`config.mk`:
```
export PLATFORM = sky130hd
export DESIGN_NAME = radio_power_mode_control
export DESIGN_NICKNAME = d
export VERILOG_FILES = /design/src/include/radio_mode_pkg.sv /design/src/hw/radio_power_mode_control.sv
export SDC_FILE = /design/constraint.sdc
export NUM_CORES = 1
export LEC_CHECK = 0
export BUFFER_PORTS_ARGS = -buffer_cell sky130_fd_sc_hd__buf_4
export CELL_PAD_IN_SITES_DETAIL_PLACEMENT = 1
export CELL_PAD_IN_SITES_GLOBAL_PLACEMENT = 2
export CORE_MARGIN = 8
export CORE_UTILIZATION = 39
export DETAILED_ROUTE_END_ITERATION = 8
export PLACE_DENSITY = 0.9
export SLEW_MARGIN = 30
export SYNTH_ARGS = -nofsm -noshare
export SYNTH_HDL_FRONTEND = slang
export SYNTH_SLANG_ARGS = --single-unit
export TNS_END_PERCENT = 10
```
`constraint.sdc`:
```
create_clock -name clk -period 4.85 [get_ports clk]
set_input_delay 0.2425 -clock clk [delete_from_list [all_inputs] [get_ports clk]]
set_output_delay 0.2425 -clock clk [all_outputs]
set_load 0.02 [all_outputs]
```
`src/include/radio_mode_pkg.sv`:
```
// constants and types for the radio operating-mode controller
package radio_mode_pkg;
	// register addresses on the serial port
	localparam logic [6:0] ADDR_ISTAT1 = 7'h03;
	localparam logic [6:0] ADDR_ISTAT2 = 7'h04;
	localparam logic [6:0] ADDR_MODE = 7'h07;
	// mode control register fields
	localparam int XTON_BIT = 0;
	localparam int PLLON_BIT = 1;
	localparam int RXON_BIT = 2;
	localparam int TXON_BIT = 3;
	localparam int TSEN_BIT = 4;
	localparam int ENLBD_BIT = 5;
	localparam int ENWT_BIT = 6;
	localparam int SWRST_BIT = 7;
	localparam logic [7:0] MODE_RESET = 8'h01;
	localparam logic [7:0] MODE_STANDBY = 8'h00;
	localparam logic [7:0] MODE_SLEEP = 8'h40;
	// interrupt status fields
	localparam int IEXT_BIT = 3;
	localparam int IPOR_BIT = 0;
	localparam int ICHIPRDY_BIT = 1;
	localparam int ILBD_BIT = 2;
	localparam int IWUT_BIT = 3;
	localparam logic [7:0] ISTAT_RESET = 8'h00;
	// serial frame: one address byte then one data byte
	localparam logic [3:0] LAST_ADDR_BIT = 4'h7;
	localparam logic [3:0] LAST_DATA_BIT = 4'hF;
	// response times
	localparam int CLK_PERIOD_NS = 10;
	localparam int SHDN_RESP_NS = 16800000;
	localparam int IDLE_RESP_NS = 800000;
	localparam int ACT_RESP_NS = 200000;
	localparam int SHDN_RESP_CYC = SHDN_RESP_NS / CLK_PERIOD_NS;
	localparam int IDLE_RESP_CYC = IDLE_RESP_NS / CLK_PERIOD_NS;
	localparam int ACT_RESP_CYC = ACT_RESP_NS / CLK_PERIOD_NS;
	localparam int POR_CYC = SHDN_RESP_CYC - ACT_RESP_CYC;
	localparam int CNT_W = 21;
	typedef enum logic [3:0] {
		ST_SHUTDOWN,
		ST_POR,
		ST_STANDBY,
		ST_SLEEP,
		ST_SENSOR,
		ST_READY,
		ST_TUNE,
		ST_TX,
		ST_RX
	} state_e;
endpackage

```
`src/hw/radio_power_mode_control.sv`:
```
// operating-mode state machine of the radio with its serial register port
`timescale 1ns/1ps
`default_nettype none
module radio_power_mode_control #(
	parameter int POR_CYCLES = radio_mode_pkg::POR_CYC,
	parameter int IDLE_CYCLES = radio_mode_pkg::IDLE_RESP_CYC,
	parameter int ACT_CYCLES = radio_mode_pkg::ACT_RESP_CYC
) (
	input wire logic clk,
	input wire logic rst_n,
	input wire logic clk_en,
	input wire logic shutdown_pin,
	input wire logic spi_sck,
	input wire logic spi_cs_n,
	input wire logic spi_mosi,
	input wire logic ext_event,
	input wire logic lowbat_event,
	input wire logic [15:0] wake_interval,
	input wire logic lfosc_opt_en,
	input wire logic aux_opt_en,
	output logic spi_miso,
	output logic spi_miso_oe_n,
	output logic radio_irq_n,
	output radio_mode_pkg::state_e mode,
	output logic main_regulator_on,
	output logic low_power_regulator_on,
	output logic spi_on,
	output logic lfosc_on,
	output logic aux_on,
	output logic temp_sensor_on,
	output logic lowbat_on,
	output logic xtal_on,
	output logic pll_on,
	output logic pa_on,
	output logic rx_on,
	output logic tx_rx_ready
);
	localparam int W = radio_mode_pkg::CNT_W;
	function automatic radio_mode_pkg::state_e decode_mode(input logic [7:0] m);
		if (m[radio_mode_pkg::TXON_BIT])
			return radio_mode_pkg::ST_TX;
		if (m[radio_mode_pkg::RXON_BIT])
			return radio_mode_pkg::ST_RX;
		if (m[radio_mode_pkg::PLLON_BIT])
			return radio_mode_pkg::ST_TUNE;
		if (m[radio_mode_pkg::XTON_BIT])
			return radio_mode_pkg::ST_READY;
		if (m[radio_mode_pkg::ENLBD_BIT] || m[radio_mode_pkg::TSEN_BIT])
			return radio_mode_pkg::ST_SENSOR;
		if (m[radio_mode_pkg::ENWT_BIT])
			return radio_mode_pkg::ST_SLEEP;
		return radio_mode_pkg::ST_STANDBY;
	endfunction
	// pin synchronisers; stage 2 only serves edge detection
	logic [2:0] shd_q, sck_q, cs_q;
	logic [1:0] mosi_q;
	always_ff @(posedge clk) begin
		if (!rst_n) begin
			shd_q <= 3'h7;
			sck_q <= 3'h0;
			cs_q <= 3'h7;
			mosi_q <= 2'h0;
		end else if (clk_en) begin
			shd_q <= {shd_q[1:0], shutdown_pin};
			sck_q <= {sck_q[1:0], spi_sck};
			cs_q <= {cs_q[1:0], spi_cs_n};
			mosi_q <= {mosi_q[0], spi_mosi};
		end
	end
	logic shd, shd_fall, sck_rise, sck_fall, cs_act, mosi;
	assign shd = shd_q[1];
	assign shd_fall = shd_q[2] & ~shd_q[1];
	assign sck_rise = sck_q[1] & ~sck_q[2];
	assign sck_fall = sck_q[2] & ~sck_q[1];
	assign cs_act = ~cs_q[1];
	assign mosi = mosi_q[1];
	radio_mode_pkg::state_e state_q, state_d;
	logic [7:0] mode_reg_q, mode_reg_d, istat1_q, istat1_d, istat2_q, istat2_d;
	logic [W-1:0] cnt_q, cnt_d;
	logic [15:0] wake_q, wake_d;
	logic port_live;
	assign port_live = state_q != radio_mode_pkg::ST_SHUTDOWN
		&& state_q != radio_mode_pkg::ST_POR;
	// serial register port
	logic [3:0] bit_q, bit_d;
	logic [7:0] sh_q, sh_d, rd_q, rd_d, wdata;
	logic [6:0] addr_q, addr_d;
	logic wr_q, wr_d, miso_q, miso_d, drive_q, drive_d;
	logic wr_commit, rd_done;
	always_comb begin
		bit_d = bit_q;
		sh_d = sh_q;
		rd_d = rd_q;
		addr_d = addr_q;
		wr_d = wr_q;
		miso_d = miso_q;
		drive_d = drive_q;
		wr_commit = 1'b0;
		rd_done = 1'b0;
		wdata = {sh_q[6:0], mosi};
		if (!cs_act || !port_live) begin
			bit_d = 4'h0; // frame dropped when select rises early
			drive_d = 1'b0;
		end else begin
			drive_d = 1'b1;
			if (sck_rise) begin
				sh_d = wdata;
				bit_d = bit_q + 4'h1;
				if (bit_q == radio_mode_pkg::LAST_ADDR_BIT) begin
					wr_d = sh_q[6];
					addr_d = wdata[6:0];
					case (wdata[6:0])
					radio_mode_pkg::ADDR_ISTAT1: rd_d = istat1_q;
					radio_mode_pkg::ADDR_ISTAT2: rd_d = istat2_q;
					radio_mode_pkg::ADDR_MODE: rd_d = mode_reg_q;
					default: rd_d = 8'h00;
					endcase
				end
				if (bit_q == radio_mode_pkg::LAST_DATA_BIT) begin
					wr_commit = wr_q;
					rd_done = ~wr_q;
				end
			end
			if (sck_fall && bit_q[3]) begin
				miso_d = rd_q[7];
				rd_d = {rd_q[6:0], 1'b0};
			end
		end
	end
	always_ff @(posedge clk) begin
		if (!rst_n) begin
			bit_q <= 4'h0;
			sh_q <= 8'h00;
			rd_q <= 8'h00;
			addr_q <= 7'h00;
			wr_q <= 1'b0;
			miso_q <= 1'b0;
			drive_q <= 1'b0;
		end else if (clk_en) begin
			bit_q <= bit_d;
			sh_q <= sh_d;
			rd_q <= rd_d;
			addr_q <= addr_d;
			wr_q <= wr_d;
			miso_q <= miso_d;
			drive_q <= drive_d;
		end
	end
	// mode state machine, status flags and wake timer
	logic [7:0] set1, set2, clr1, clr2;
	radio_mode_pkg::state_e tgt;
	logic from_low;
	always_comb begin
		state_d = state_q;
		mode_reg_d = mode_reg_q;
		cnt_d = (cnt_q == '0) ? cnt_q : cnt_q - W'(1);
		wake_d = 16'h0000;
		set1 = 8'h00;
		set2 = 8'h00;
		set1[radio_mode_pkg::IEXT_BIT] = ext_event;
		set2[radio_mode_pkg::ILBD_BIT] = lowbat_event & lowbat_on;
		if (lfosc_on) begin
			wake_d = wake_q + 16'h0001;
			if (wake_q >= wake_interval) begin
				wake_d = 16'h0000;
				set2[radio_mode_pkg::IWUT_BIT] = 1'b1;
			end
		end
		clr1 = {8{rd_done && addr_q == radio_mode_pkg::ADDR_ISTAT1}};
		clr2 = {8{rd_done && addr_q == radio_mode_pkg::ADDR_ISTAT2}};
		tgt = decode_mode(wdata);
		from_low = state_q == radio_mode_pkg::ST_STANDBY
			|| state_q == radio_mode_pkg::ST_SLEEP
			|| state_q == radio_mode_pkg::ST_SENSOR;
		case (state_q)
		radio_mode_pkg::ST_SHUTDOWN: begin
			if (shd_fall) begin
				state_d = radio_mode_pkg::ST_POR;
				cnt_d = W'(POR_CYCLES);
			end
		end
		radio_mode_pkg::ST_POR: begin
			if (cnt_q == '0) begin
				state_d = radio_mode_pkg::ST_READY;
				mode_reg_d = radio_mode_pkg::MODE_RESET;
				set2[radio_mode_pkg::IPOR_BIT] = 1'b1;
				set2[radio_mode_pkg::ICHIPRDY_BIT] = 1'b1;
			end
		end
		default: begin
			if (wr_commit && addr_q == radio_mode_pkg::ADDR_MODE) begin
				if (wdata[radio_mode_pkg::SWRST_BIT]) begin
					state_d = radio_mode_pkg::ST_READY;
					mode_reg_d = radio_mode_pkg::MODE_RESET;
				end else begin
					state_d = tgt;
					mode_reg_d = wdata;
					if ((tgt == radio_mode_pkg::ST_TX
						|| tgt == radio_mode_pkg::ST_RX) && tgt != state_q)
						cnt_d = from_low ? W'(IDLE_CYCLES) : W'(ACT_CYCLES);
				end
			end
		end
		endcase
		istat1_d = (istat1_q & ~clr1) | set1; // set beats clear
		istat2_d = (istat2_q & ~clr2) | set2;
		if (shd) begin
			state_d = radio_mode_pkg::ST_SHUTDOWN;
			mode_reg_d = 8'h00;
			istat1_d = radio_mode_pkg::ISTAT_RESET;
			istat2_d = radio_mode_pkg::ISTAT_RESET;
			cnt_d = '0;
			wake_d = 16'h0000;
		end
	end
	always_ff @(posedge clk) begin
		if (!rst_n) begin
			state_q <= radio_mode_pkg::ST_SHUTDOWN;
			mode_reg_q <= 8'h00;
			istat1_q <= radio_mode_pkg::ISTAT_RESET;
			istat2_q <= radio_mode_pkg::ISTAT_RESET;
			cnt_q <= '0;
			wake_q <= 16'h0000;
		end else if (clk_en) begin
			state_q <= state_d;
			mode_reg_q <= mode_reg_d;
			istat1_q <= istat1_d;
			istat2_q <= istat2_d;
			cnt_q <= cnt_d;
			wake_q <= wake_d;
		end
	end
	// block enables follow the state, the mode register bits, the option inputs and pending interrupts
	logic irq_pend, low_mode, xtal_mode, act;
	assign irq_pend = |{istat1_q, istat2_q};
	assign low_mode = state_q == radio_mode_pkg::ST_STANDBY
		|| state_q == radio_mode_pkg::ST_SLEEP;
	assign xtal_mode = state_q == radio_mode_pkg::ST_READY
		|| state_q == radio_mode_pkg::ST_TUNE || pll_on;
	assign act = state_q == radio_mode_pkg::ST_TX
		|| state_q == radio_mode_pkg::ST_RX;
	assign mode = state_q;
	assign radio_irq_n = ~irq_pend;
	assign spi_on = port_live;
	assign low_power_regulator_on = low_mode & ~irq_pend;
	assign main_regulator_on = port_live & ~low_power_regulator_on;
	assign lfosc_on = state_q == radio_mode_pkg::ST_SLEEP
		|| state_q == radio_mode_pkg::ST_SENSOR
		|| (xtal_mode && (lfosc_opt_en
		|| mode_reg_q[radio_mode_pkg::ENWT_BIT]));
	assign aux_on = state_q == radio_mode_pkg::ST_SENSOR
		|| ((xtal_mode || state_q == radio_mode_pkg::ST_SLEEP)
		&& aux_opt_en);
	assign lowbat_on = aux_on & mode_reg_q[radio_mode_pkg::ENLBD_BIT];
	assign temp_sensor_on = aux_on & mode_reg_q[radio_mode_pkg::TSEN_BIT];
	assign xtal_on = xtal_mode;
	assign pll_on = state_q == radio_mode_pkg::ST_TUNE || act;
	assign pa_on = state_q == radio_mode_pkg::ST_TX;
	assign rx_on = state_q == radio_mode_pkg::ST_RX;
	assign tx_rx_ready = act && cnt_q == '0;
	assign spi_miso = miso_q;
	assign spi_miso_oe_n = ~drive_q;
endmodule
`default_nettype wire

```
Word-level counts from Yosys, hierarchy flattened. Cells that the tools add are included.

Add/subtract/negate cells: 3. Magnitude comparators: 1. Equal/unequal tests: 23. Muxes and demuxes: 75. Bitwise operators: 22. Reduce and logical (&&, ||, !) cells: 40.

Operators by type and width (count): 21-bit two-way mux (6); 4-bit two-way mux (20); 8-bit two-way mux (8); 16-bit two-way mux (3); 21-bit case mux with 2 select lines (1); 1-bit two-way mux (30); 7-bit by 3-bit equality test with 1-bit output, second input constant (4); 4-bit by 3-bit equality test with 1-bit output, second input constant (6); 8-bit case mux with 3 select lines (1); 21-bit logical NOT (1); 21-bit by 1-bit subtractor with 21-bit output, second input constant (1); 17-bit two-way mux (1); 16-bit by 1-bit adder with 16-bit output, second input constant (1); 8-bit AND (2); 16-bit >= comparator (1); 8-bit inverter (2); 8-bit by 4-bit bitwise OR with 8-bit output (2); 8-bit case mux with 2 select lines (1); 4-bit AND reduction (4); 16-bit OR reduction (1); 7-bit by 2-bit equality test with 1-bit output, second input constant (2); 1-bit logical OR (14); 4-bit equality test, second input constant (3); 1-bit logical AND (9); 19 further kinds (40).

Flip-flop bits (word level): 104. Input bits: 27. Output and inout bits: 19. Word-level logic and storage cells: 181.

Longest topological paths before layout. Gate-level depths: netlist of the first run.

Word-level depth: 30. Gate-level depth with buffers: 10. Gate-level depth less buffers: 8.

Least setup slack after synthesis of the first run. OpenSTA, ideal clock, no wires.

Path kind: register to register. From: register state_q[3] (netlist: mode[3]). To: register mode_reg_q[0]. Setup time: 0.087 ns. Arrival: 2.381 ns. Required time: 4.763 ns. Path slack: 2.382 ns. Stages on the path, launching flop included: 9. Buffers on the path: 1. Path through: dfxtp_1 -> nor3_1 -> inv_1 -> nand4b_1 -> nor2_1 -> o31ai_1 -> buf_4 -> nand3_1 -> o31ai_1.

Word-level cells in the longest chain between the ends: 8. Elaborated cells on any way between the ends: 15.

Ends and longest elaborated chain: start: declaration (RTL line radio_power_mode_control.sv:77) `radio_mode_pkg::state_e state_q, state_d;`; start signal: assignment (RTL line radio_power_mode_control.sv:218) `state_q <= radio_mode_pkg::ST_SHUTDOWN;`; start signal: assignment (RTL line radio_power_mode_control.sv:225) `state_q <= state_d;`; 4-bit by 1-bit != test with 1-bit output / 4-bit nonzero test (equally long branches) (RTL line radio_power_mode_control.sv:83, radio_power_mode_control.sv:82); 1-bit logical AND (*) (RTL line radio_power_mode_control.sv:83) `&& state_q != radio_mode_pkg::ST_POR;`; net spi_on (RTL line radio_power_mode_control.sv:27) `output logic spi_on,`; 1-bit logical NOT (*) (RTL line radio_power_mode_control.sv:101) `if (!cs_act || !port_live) begin`; 1-bit logical OR (*) (RTL line radio_power_mode_control.sv:101); 1-bit two-way mux (*) (RTL line radio_power_mode_control.sv:101); 1-bit logical AND (*) (RTL line radio_power_mode_control.sv:191) `if (wr_commit && addr_q == radio_mode_pkg::ADDR_MODE) begin`; 3-bit nonzero test (no source line) (*); 4-bit AND reduction (no source line) (*); end signal: assignment (RTL line radio_power_mode_control.sv:226) `mode_reg_q <= mode_reg_d;`; end: declaration (RTL line radio_power_mode_control.sv:78) `logic [7:0] mode_reg_q, mode_reg_d, istat1_q, istat1_d, istat2_q, istat2_d;`.

Mark *: on every way through the listed nets, which the timed path passes. The rest lies on a longest branch. A chain may end at the register's enable or synchronous reset.

Worst setup path after layout of the first run.
From: register state_q[3] (netlist: mode[3]). To: register cnt_q[7].

Word-level cells in the longest chain between the ends: 9. Elaborated cells on any way between the ends: 22.

Ends and longest elaborated chain: 4-bit by 2-bit equality test with 1-bit output, or another cell as far along (RTL line radio_power_mode_control.sv:172) `from_low = state_q == radio_mode_pkg::ST_STANDBY`; 1-bit logical OR / 1-bit logical AND (equally long branches) (RTL line radio_power_mode_control.sv:173, radio_power_mode_control.sv:83); 1-bit logical OR / 1-bit logical NOT (equally long branches) (RTL line radio_power_mode_control.sv:174, radio_power_mode_control.sv:101); 17-bit two-way mux / 1-bit logical OR (equally long branches) (RTL line radio_power_mode_control.sv:200, radio_power_mode_control.sv:101); 21-bit two-way mux / 1-bit two-way mux (equally long branches) (RTL line radio_power_mode_control.sv:198, radio_power_mode_control.sv:101); 21-bit two-way mux / 1-bit logical AND (equally long branches) (RTL line radio_power_mode_control.sv:192, radio_power_mode_control.sv:191); 21-bit two-way mux (RTL line radio_power_mode_control.sv:191); 21-bit case mux with 2 select lines (*) (RTL line radio_power_mode_control.sv:175) `case (state_q)`; 21-bit two-way mux (*) (RTL line radio_power_mode_control.sv:207) `if (shd) begin`; end signal: assignment (RTL line radio_power_mode_control.sv:229) `cnt_q <= cnt_d;`; end: declaration (RTL line radio_power_mode_control.sv:79) `logic [W-1:0] cnt_q, cnt_d;`.

Mark *: on every way between the ends. The rest lies on a longest branch, timed or not.

==> results.py, run 1 <==
metrics = {
    "outcome": {
        "status": "finished clean",
    },
    "floorplan": {
        "initial_core_util_pct": 39.7,
        "die_h_um": 137,
        "ios": 46,
        "core_area_um2": 14500,
        "rows": 44,
        "die_w_um": 137,
        "die_area_um2": 18900,
    },
    "synth": {
        "ys_ff_latch": 103,
        "synth_edf_count": 0,
        "synthXorXnorAreaFrac_pct": 1.98,
        "seq_area_frac_synth_pct": 35.8,
        "ys.flop_type": "dfxtp_1",
        "postSynthNetCount": 770,
        "netlist_area_um2": 5750,
        "synth-compound-area-share_pct": 19.5,
        "synth.avg_cell_area_um2": 7.95,
        "synth.mux.area_fraction_pct": 5.87,
        "synth_top_family_by_area": "simple AND/OR/NAND/NOR gates",
        "syn_inst": 724,
        "yosys_warnings": 0,
        "synth_fa_ha_area_share_pct": 4.13,
        "synth_cell_types": 69,
        "yosys.area_share.simple_pct": 27.7,
        "async_flop_share_pct": 0,
    },
    "layout": {
        "nets": 794,
        "layout_common_cells": "dfxtp_1, nand2_1, nor2_1",
        "syn2layout_area_growth_pct": 13.0,
        "fillCellCount": 1755,
        "final_common_cell": "dfxtp_1",
        "n_antenna_cell": 0,
        "finish.utilization_pct": 44.9,
        "layout-drive-gt1-share_pct": 10.8,
    },
    "clock_tree": {
        "clockRootBuffer": "clkbuf_16",
        "cts.htree.levels": 3,
        "cts_buffers": 9,
        "clk_latency_ns": 0.36,
        "clock-sinks": 103,
        "cts_resized": 0,
        "clk_pin_slew_ns": 0.07,
        "cts_hold_buf": 0,
        "cts_tree": "built",
        "clockBufferDepth": 2,
        "cts_setup_buffers": 0,
    },
    "flow_run": {
        "cap_violations": 0,
    },
    "sta": {
        "final_max_slew_viol_count": 0,
        "finalWorstSetupSlack_ns": 1.46,
        "setup_viol": 0,
        "tightest_slew_ns": 0.944,
        "skew_ns": 0.0111,
        "rsz0062_at_grt": "no",
        "post-route-period-util_pct": 69.8,
        "slew_headroom_pct": 36.6,
        "fin_setup_tns_ns": 0,
        "finalHoldViolCount": 0,
        "max_freq_mhz": 295,
        "post-route-min-period_ns": 3.39,
    },
    "worst_setup_path": {
        "cp-end-kind": "flop",
        "start_kind": "flop",
        "worstPathRequired_ns": 5.10,
        "arrival_ns": 3.63,
        "critPathKind": "reg -> reg",
        "crit_fanout": 20,
    },
    "placed_design": {
        "gp_congestion": 0.848,
        "pre_cts_slack_ns": 1.50,
        "dp_hpwl_um": 12900,
        "io_buffer_count": 45,
    },
    "global_routing": {
        "use_met2_pct": 34.6,
        "grt.overflow.total": 0,
        "grt_util_met1_pct": 22.4,
        "antenna_found_initial": 0,
        "top_usage_layer": "met2",
        "grt_start_max_net_pins": 42,
        "track_usage_pct": 19.3,
        "grt_util_met3_pct": 3.76,
        "grt_pass1_wl_um": 29100,
        "grt_pass1_vias": 5722,
    },
    "hold_path": {
        "hp-class": "in -> reg",
    },
    "detailed_routing": {
        "dr.pass1.iters": 4,
        "routed_wirelength_um": 17600,
        "drt.antenna.violating_nets": 0,
        "vias_per_cell": 5.87,
        "drt_iter0_drc": 371,
        "routedWlPerCell_um": 18.8,
        "drc": 0,
        "vias": 5494,
    },
    "power": {
        "power.density_nw_per_um2": 345,
        "cellLeakagePower_nw": 2.66,
        "peakVddDrop_mv": 0.258,
        "finalPower_mw": 2.24,
    },
}
[layer usage]
metal  vias to the layer above  routed length (µm)
met4                         0                 284
met1                      2727                7670
met5                         -                   0
met2                        84                9110
li1                       2663                   -
met3                        20                 585
[worst max-delay path, stage by stage (launching register included)]
cell	delay, ns
dfxtp_1	0.66
nor3_1	0.09
buf_4	0.18
inv_1	0.14
nand4b_1	0.26
nor4_1	0.62
o31a_1	0.79
nor2_1	0.19
a221o_1	0.33
[report_power, final]
part / total [mW] / internal (mW) / switching [mW]
Combinational: 0.589 / 0.206 / 0.383
Clock: 0.763 / 0.407 / 0.356
Sequential: 0.891 / 0.866 / 0.0249
[worst paths after layout]
| check | cells after the start | slack (ns) | endpoint | start |
|---|---|---|---|---|
| min reg2reg | 2 | 0.46 | spi_miso | rd_q[7] |
| min | 3 | 0.10 | shd_q[0] | shutdown_pin |
| max reg2reg | 8 | 1.46 | cnt_q[7] | mode[3] |
| max | 8 | 1.46 | cnt_q[7] | mode[3] |
[cells in the mapped netlist, drive strengths merged (5+ instances only)]
master	instances	area, µm²
a211oi	5	37.5
a21oi	37	185
a22o	5	43.8
a22oi	9	67.6
a31oi	5	31.3
and2	13	81.3
and3	17	106
buf	10	65.1
clkbuf	29	109
dfxtp	103	2060
ha	19	238
inv	30	113
mux2	6	67.6
mux2i	27	270
nand2	91	342
nand2b	8	50.1
nand3	19	95.1
nand3b	5	37.5
nand4	10	62.6
nor2	77	289
nor2b	10	62.6
nor3	24	120
nor3b	6	45.0
nor4	10	62.6
o211ai	5	37.5
o21a	6	45.0
o21ai	39	195
o221ai	11	96.3
o31ai	5	37.5
or3	12	75.1
xnor2	7	61.3
xor2	6	52.6
[per-stage QoR]
stage / cells / hold WS, ns / area [µm²]
2_1_floorplan: 724 / 0.371 / 5750
3_3_place_gp: 921 / 0.440 / 6200
3_5_place_dp: 921 / 0.455 / 6200
4_1_cts: 936 / 0.0957 / 6500
5_1_grt: 936 / 0.101 / 6500
6_report: 936 / 0.103 / 6500
[kinds of logic after synthesis]
| logic type | count (synthesis) |
|---|---|
| compound gates | 166 |
| flops | 103 |
| buf+inv | 69 |
| xor+xnor | 13 |
| fa+ha+maj | 19 |
| mux | 33 |
| simple gates | 321 |
[registers in the layout, summed over array words and instances (netlist names)]
signal	flops
istat2_q	8
cs_q	2
spi_miso	1
drive_q	1
mode_reg_q	7
mosi_q	2
wr_q	1
addr_q	7
shd_q	3
bit_q	4
sh_q	7
wake_q	16
rd_q	8
mode	4
sck_q	3
cnt_q	21
istat1_q	8
[final cells by class]
class / count / area (µm²) / area share, %
Inverter: 30 / 113 / 1.73
Sequential cell: 103 / 2060 / 31.7
Clock buffer: 9 / 225 / 3.46
Tap cell: 184 / 230 / 3.54
Multi-Input combinational cell: 552 / 3400 / 52.4
Timing Repair Buffer: 52 / 390 / 6.00
Clock inverter: 6 / 76.3 / 1.17
No activity file was read; power rests on OpenSTA's default activity.
==> run 2: changes to the inputs <==
Settings changed: CORE_UTILIZATION 39 to 36, PLACE_DENSITY 0.9 to 0.84.
Clock period 4.85 ns to 3.2 ns, I/O delays scaled along.
==> results.py, run 2 (synthesis gave the netlist of run 1 again) <==
metrics = {
    "outcome": {
        "status": "finished clean",
    },
    "hold_path": {
        "hp-class": "in -> reg",
        "hold_path_depth": 3,
        "whs_endpoint": "cs_q[0]",
        "hold_start": "spi_cs_n",
    },
    "worst_setup_path": {
        "rr_worst_depth": 6,
        "cp-end-kind": "flop",
        "critPathKind": "reg -> reg",
        "timing.rr.start": "bit_q[3]",
        "r2r-end": "cnt_q[7]",
        "start_kind": "flop",
        "worstPathRequired_ns": 3.44,
        "r2r_slack_ns": 0.25,
        "arrival_ns": 3.19,
        "crit_fanout": 20,
        "crit_start": "bit_q[3]",
    },
    "sta": {
        "slew_headroom_pct": 40.2,
        "tightest_slew_ns": 0.895,
        "fin_setup_tns_ns": 0,
        "rsz0062_at_grt": "no",
        "holdWs_ns": 0.0169,
        "skew_ns": 0.00898,
        "setup_viol": 0,
        "finalHoldViolCount": 0,
        "final_max_slew_viol_count": 0,
        "post-route-min-period_ns": 2.95,
        "max_freq_mhz": 339,
        "post-route-period-util_pct": 92.1,
    },
    "clock_tree": {
        "clockBufferDepth": 2,
        "clockRootBuffer": "clkbuf_16",
        "cts_buffers": 9,
        "clk_pin_slew_ns": 0.08,
        "cts.htree.levels": 3,
        "cts_tree": "built",
        "cts_resized": 0,
        "clk_latency_ns": 0.36,
        "clock-sinks": 103,
        "cts_setup_buffers": 0,
        "cts_hold_buf": 0,
    },
    "power": {
        "peakVddDrop_mv": 0.300,
        "cellLeakagePower_nw": 2.77,
        "pwr-share-clk_pct": 33.9,
        "sw_frac_of_total_pct": 33.0,
        "p_comb_share_pct": 27.2,
        "switchingPower_mw": 1.14,
        "intPower_mw": 2.32,
        "p_seq_share_pct": 38.9,
        "power.density_nw_per_um2": 517,
    },
    "layout": {
        "regArea_um2": 2060,
        "syn2layout_area_growth_pct": 16.7,
        "final_common_cell": "dfxtp_1",
        "layout_common_cells": "dfxtp_1, nand2_1, nor2_1",
        "fillCellCount": 1935,
        "finish.utilization_pct": 42.6,
        "nets": 815,
        "stdcell_count": 990,
        "layout-drive-gt1-share_pct": 13.3,
        "multi_input_area_um2": 3400,
        "n_antenna_cell": 0,
        "top_regs": "cnt_q (21), wake_q (16)",
        "top_register": "cnt_q",
        "largest_reg_flops": 21,
    },
    "floorplan": {
        "rows": 46,
        "core_area_um2": 15800,
        "die_h_um": 142,
        "initial_core_util_pct": 36.5,
        "die_area_um2": 20300,
        "die_w_um": 142,
        "ios": 46,
    },
    "global_routing": {
        "antenna_found_initial": 0,
        "track_usage_pct": 18.3,
        "grt_pass1_wl_um": 29600,
        "grt_pass1_vias": 5731,
        "grt.overflow.total": 0,
        "grt_start_max_net_pins": 42,
    },
    "placed_design": {
        "gp_congestion": 0.837,
        "io_buffer_count": 45,
        "dp_hpwl_um": 13200,
        "dpl.cell_count": 974,
    },
    "flow_run": {
        "cap_violations": 0,
    },
    "detailed_routing": {
        "routedWlPerCell_um": 18.2,
        "vias_per_cell": 5.57,
        "vias": 5513,
        "dr_wl_met3_um": 564,
        "routed_wirelength_um": 18000,
        "met1Wirelength_um": 7800,
        "wl_met2_um": 9240,
        "drt.antenna.violating_nets": 0,
        "top_layer": "met4",
        "dr.pass1.iters": 4,
        "drc": 0,
        "drt_iter0_drc": 296,
    },
}
-- run 2: cell types whose count changed in the layout (fill, tap and decap cells not counted), sizes merged --
cell / previous run / this run
clkinv: 2 / 1
buf: 52 / 73
clkbuf: 9 / 10
clkinvlp: 0 / 1
-- run 2: layer usage --
metal  vias up  track usage [%]
met5         -                0
met1      2702             21.5
li1       2703                -
met3        34             3.42
met4         0             6.38
met2        74             32.8
-- run 2: metrics by stage --
| step | power, mW | setup WS [ns] | cell area [µm²] |
|---|---|---|---|
| 2_1_floorplan | 2.00 | 0.732 | 5750 |
| 3_3_place_gp | 2.29 | 0.389 | 6400 |
| 3_5_place_dp | 2.31 | 0.292 | 6400 |
| 4_1_cts | 3.50 | 0.280 | 6710 |
| 5_1_grt | 3.66 | 0.0409 | 6710 |
| 6_report | 3.47 | 0.251 | 6710 |
-- run 2: worst max-delay path by stage --
stage                                to  slack, ns  cells after the start
after floorplan           mode_reg_q[0]       0.73                      8
after global placement         cnt_q[7]       0.39                      6
after detailed placement       cnt_q[7]       0.29                      6
after CTS                      cnt_q[7]       0.28                      6
after global routing           cnt_q[7]       0.04                      7
final                          cnt_q[7]       0.25                      6
-- run 2: worst max-delay path, stage by stage, from the launching register on --
cell,delay (ns)
dfxtp_1,0.38
or3b_1,0.37
or3_1,0.43
nor4_1,0.36
o31a_1,0.76
nor2_1,0.19
a221o_1,0.34
-- run 2: layout make-up --
type,instances,share of cell area (%)
sequential,103,30.7
clock buffer,10,3.56
inverter,30,1.68
timing repair buffer,73,8.17
multi-input combinational,552,50.7
tap,216,4.03
clock inverter,6,1.12
-- run 2: power by group through the flow --
| stage | logic, mW | registers (mW) | clock network (mW) |
|---|---|---|---|
| 2_1_floorplan | 0.631 | 1.37 | 0 |
| 3_3_place_gp | 0.911 | 1.38 | 0 |
| 3_5_place_dp | 0.931 | 1.38 | 0 |
| 4_1_cts | 0.938 | 1.35 | 1.22 |
| 5_1_grt | 1.05 | 1.35 | 1.26 |
| 6_report | 0.944 | 1.35 | 1.18 |
==> run 3: changes to the inputs <==
Settings changed: CORE_MARGIN 8 to 2.
==> results.py, run 3 (synthesis gave the netlist of run 1 again) <==
metrics = {
    "sta": {
        "post-route-min-period_ns": 2.95,
        "max_freq_mhz": 340,
        "slew_headroom_pct": 39.2,
        "skew_ns": 0.00873,
        "fin_setup_tns_ns": 0,
        "post-route-period-util_pct": 92.0,
        "final_max_slew_viol_count": 0,
        "setup_viol": 0,
        "finalHoldViolCount": 0,
        "finalWorstSetupSlack_ns": 0.255,
        "rsz0062_at_grt": "no",
        "tightest_slew_ns": 0.910,
    },
    "clock_tree": {
        "clockRootBuffer": "clkbuf_16",
        "clk_latency_ns": 0.36,
        "cts.htree.levels": 3,
        "cts_setup_buffers": 0,
        "cts_buffers": 9,
        "cts_hold_buf": 0,
        "clockBufferDepth": 2,
        "clock-sinks": 103,
        "cts_tree": "built",
        "cts_resized": 0,
        "clk_pin_slew_ns": 0.07,
    },
    "layout": {
        "top_regs": "cnt_q (21), wake_q (16)",
        "fillCellCount": 1951,
        "largest_reg_flops": 21,
        "top_register": "cnt_q",
        "nets": 814,
        "layout_common_cells": "dfxtp_1, nand2_1, nor2_1",
        "final_common_cell": "dfxtp_1",
        "finish.utilization_pct": 42.7,
        "layout-drive-gt1-share_pct": 13.2,
        "syn2layout_area_growth_pct": 16.9,
        "n_antenna_cell": 0,
    },
    "power": {
        "cellLeakagePower_nw": 2.78,
        "finalPower_mw": 3.55,
        "peakVddDrop_mv": 0.311,
        "power.density_nw_per_um2": 528,
    },
    "flow_run": {
        "cap_violations": 0,
    },
    "detailed_routing": {
        "vias_per_cell": 5.58,
        "vias": 5519,
        "dr.pass1.iters": 5,
        "drc": 0,
        "drt.antenna.violating_nets": 0,
        "routedWlPerCell_um": 18.0,
        "routed_wirelength_um": 17800,
        "drt_iter0_drc": 294,
    },
    "worst_setup_path": {
        "worstPathRequired_ns": 3.45,
        "crit_path_max_incr_delay_ns": 0.76,
        "crit_fanout": 20,
        "start_kind": "flop",
        "crit_chain": "or3b_1 -> or3_1 -> nor4_1 -> o31a_1 -> nor2_1 -> a221o_1",
        "arrival_ns": 3.19,
        "critPathKind": "reg -> reg",
        "crit_path_top_delay_cell": "o31a_1",
        "cp-end-kind": "flop",
    },
    "floorplan": {
        "ios": 46,
        "die_area_um2": 17000,
        "die_h_um": 130,
        "rows": 46,
        "initial_core_util_pct": 36.5,
        "core_area_um2": 15800,
        "die_w_um": 130,
    },
    "global_routing": {
        "antenna_found_initial": 0,
        "track_usage_pct": 21.9,
        "grt_pass1_vias": 5870,
        "grt_pass1_wl_um": 29300,
        "grt.overflow.total": 0,
        "grt_start_max_net_pins": 42,
    },
    "outcome": {
        "status": "finished clean",
    },
    "placed_design": {
        "gp_congestion": 0.840,
        "io_buffer_count": 45,
        "pre_cts_slack_ns": 0.336,
        "dp_hpwl_um": 13000,
    },
    "hold_path": {
        "hp-class": "in -> reg",
    },
}
-- run 3: cell types whose count changed in the layout (fill, tap and decap cells not counted), sizes merged --
cell and delta:
buf -1, clkinvlp -1, bufinv +1
-- run 3: where the power goes --
group          total [mW]  switching (mW)  internal, mW
logic               0.954           0.586         0.368
clock network        1.25           0.533         0.720
registers            1.35          0.0353          1.31
-- run 3: worst max-delay path, delay by kind of cell, from the launching register on --
kind	cells	cell delay [ns]
simple gates	4	1.36
compound gates	2	1.09
flops	1	0.37
-- run 3: layer usage --
metal	part of all wire (%)	vias to the layer above	track usage (%)
li1	-	2702	-
met1	43	2728	25.6
met2	52	67	40.7
met3	3.0	22	4.19
met4	1.9	0	6.76
met5	0	-	0
-- run 3: worst paths after layout --
path	from	endpoint	slack (ns)	cells after the start
worst max register to register	bit_q[3]	cnt_q[7]	0.25	6
worst max-delay path	bit_q[3]	cnt_q[7]	0.25	6
worst min-delay path	shutdown_pin	shd_q[0]	0.01	3
worst min register to register	rd_q[7]	spi_miso	0.47	2
-- run 3: per-stage QoR --
stage / cell area, µm² / std cells / hold WS (ns)
finish: 6730 / 989 / 0.0129
global route: 6730 / 989 / 0.0169
CTS: 6730 / 989 / 0.00765
detailed placement: 6390 / 973 / 0.391
global placement: 6390 / 973 / 0.382
floorplan: 5750 / 724 / 0.288
-- run 3: cell type report --
cell class / instances / area (µm²) / share of cell area, %
Tap cell: 216 / 270 / 4.02
Clock inverter: 6 / 97.6 / 1.45
Timing Repair Buffer: 72 / 541 / 8.04
Sequential cell: 103 / 2060 / 30.7
Multi-Input combinational cell: 552 / 3400 / 50.6
Inverter: 30 / 113 / 1.67
Clock buffer: 10 / 239 / 3.55
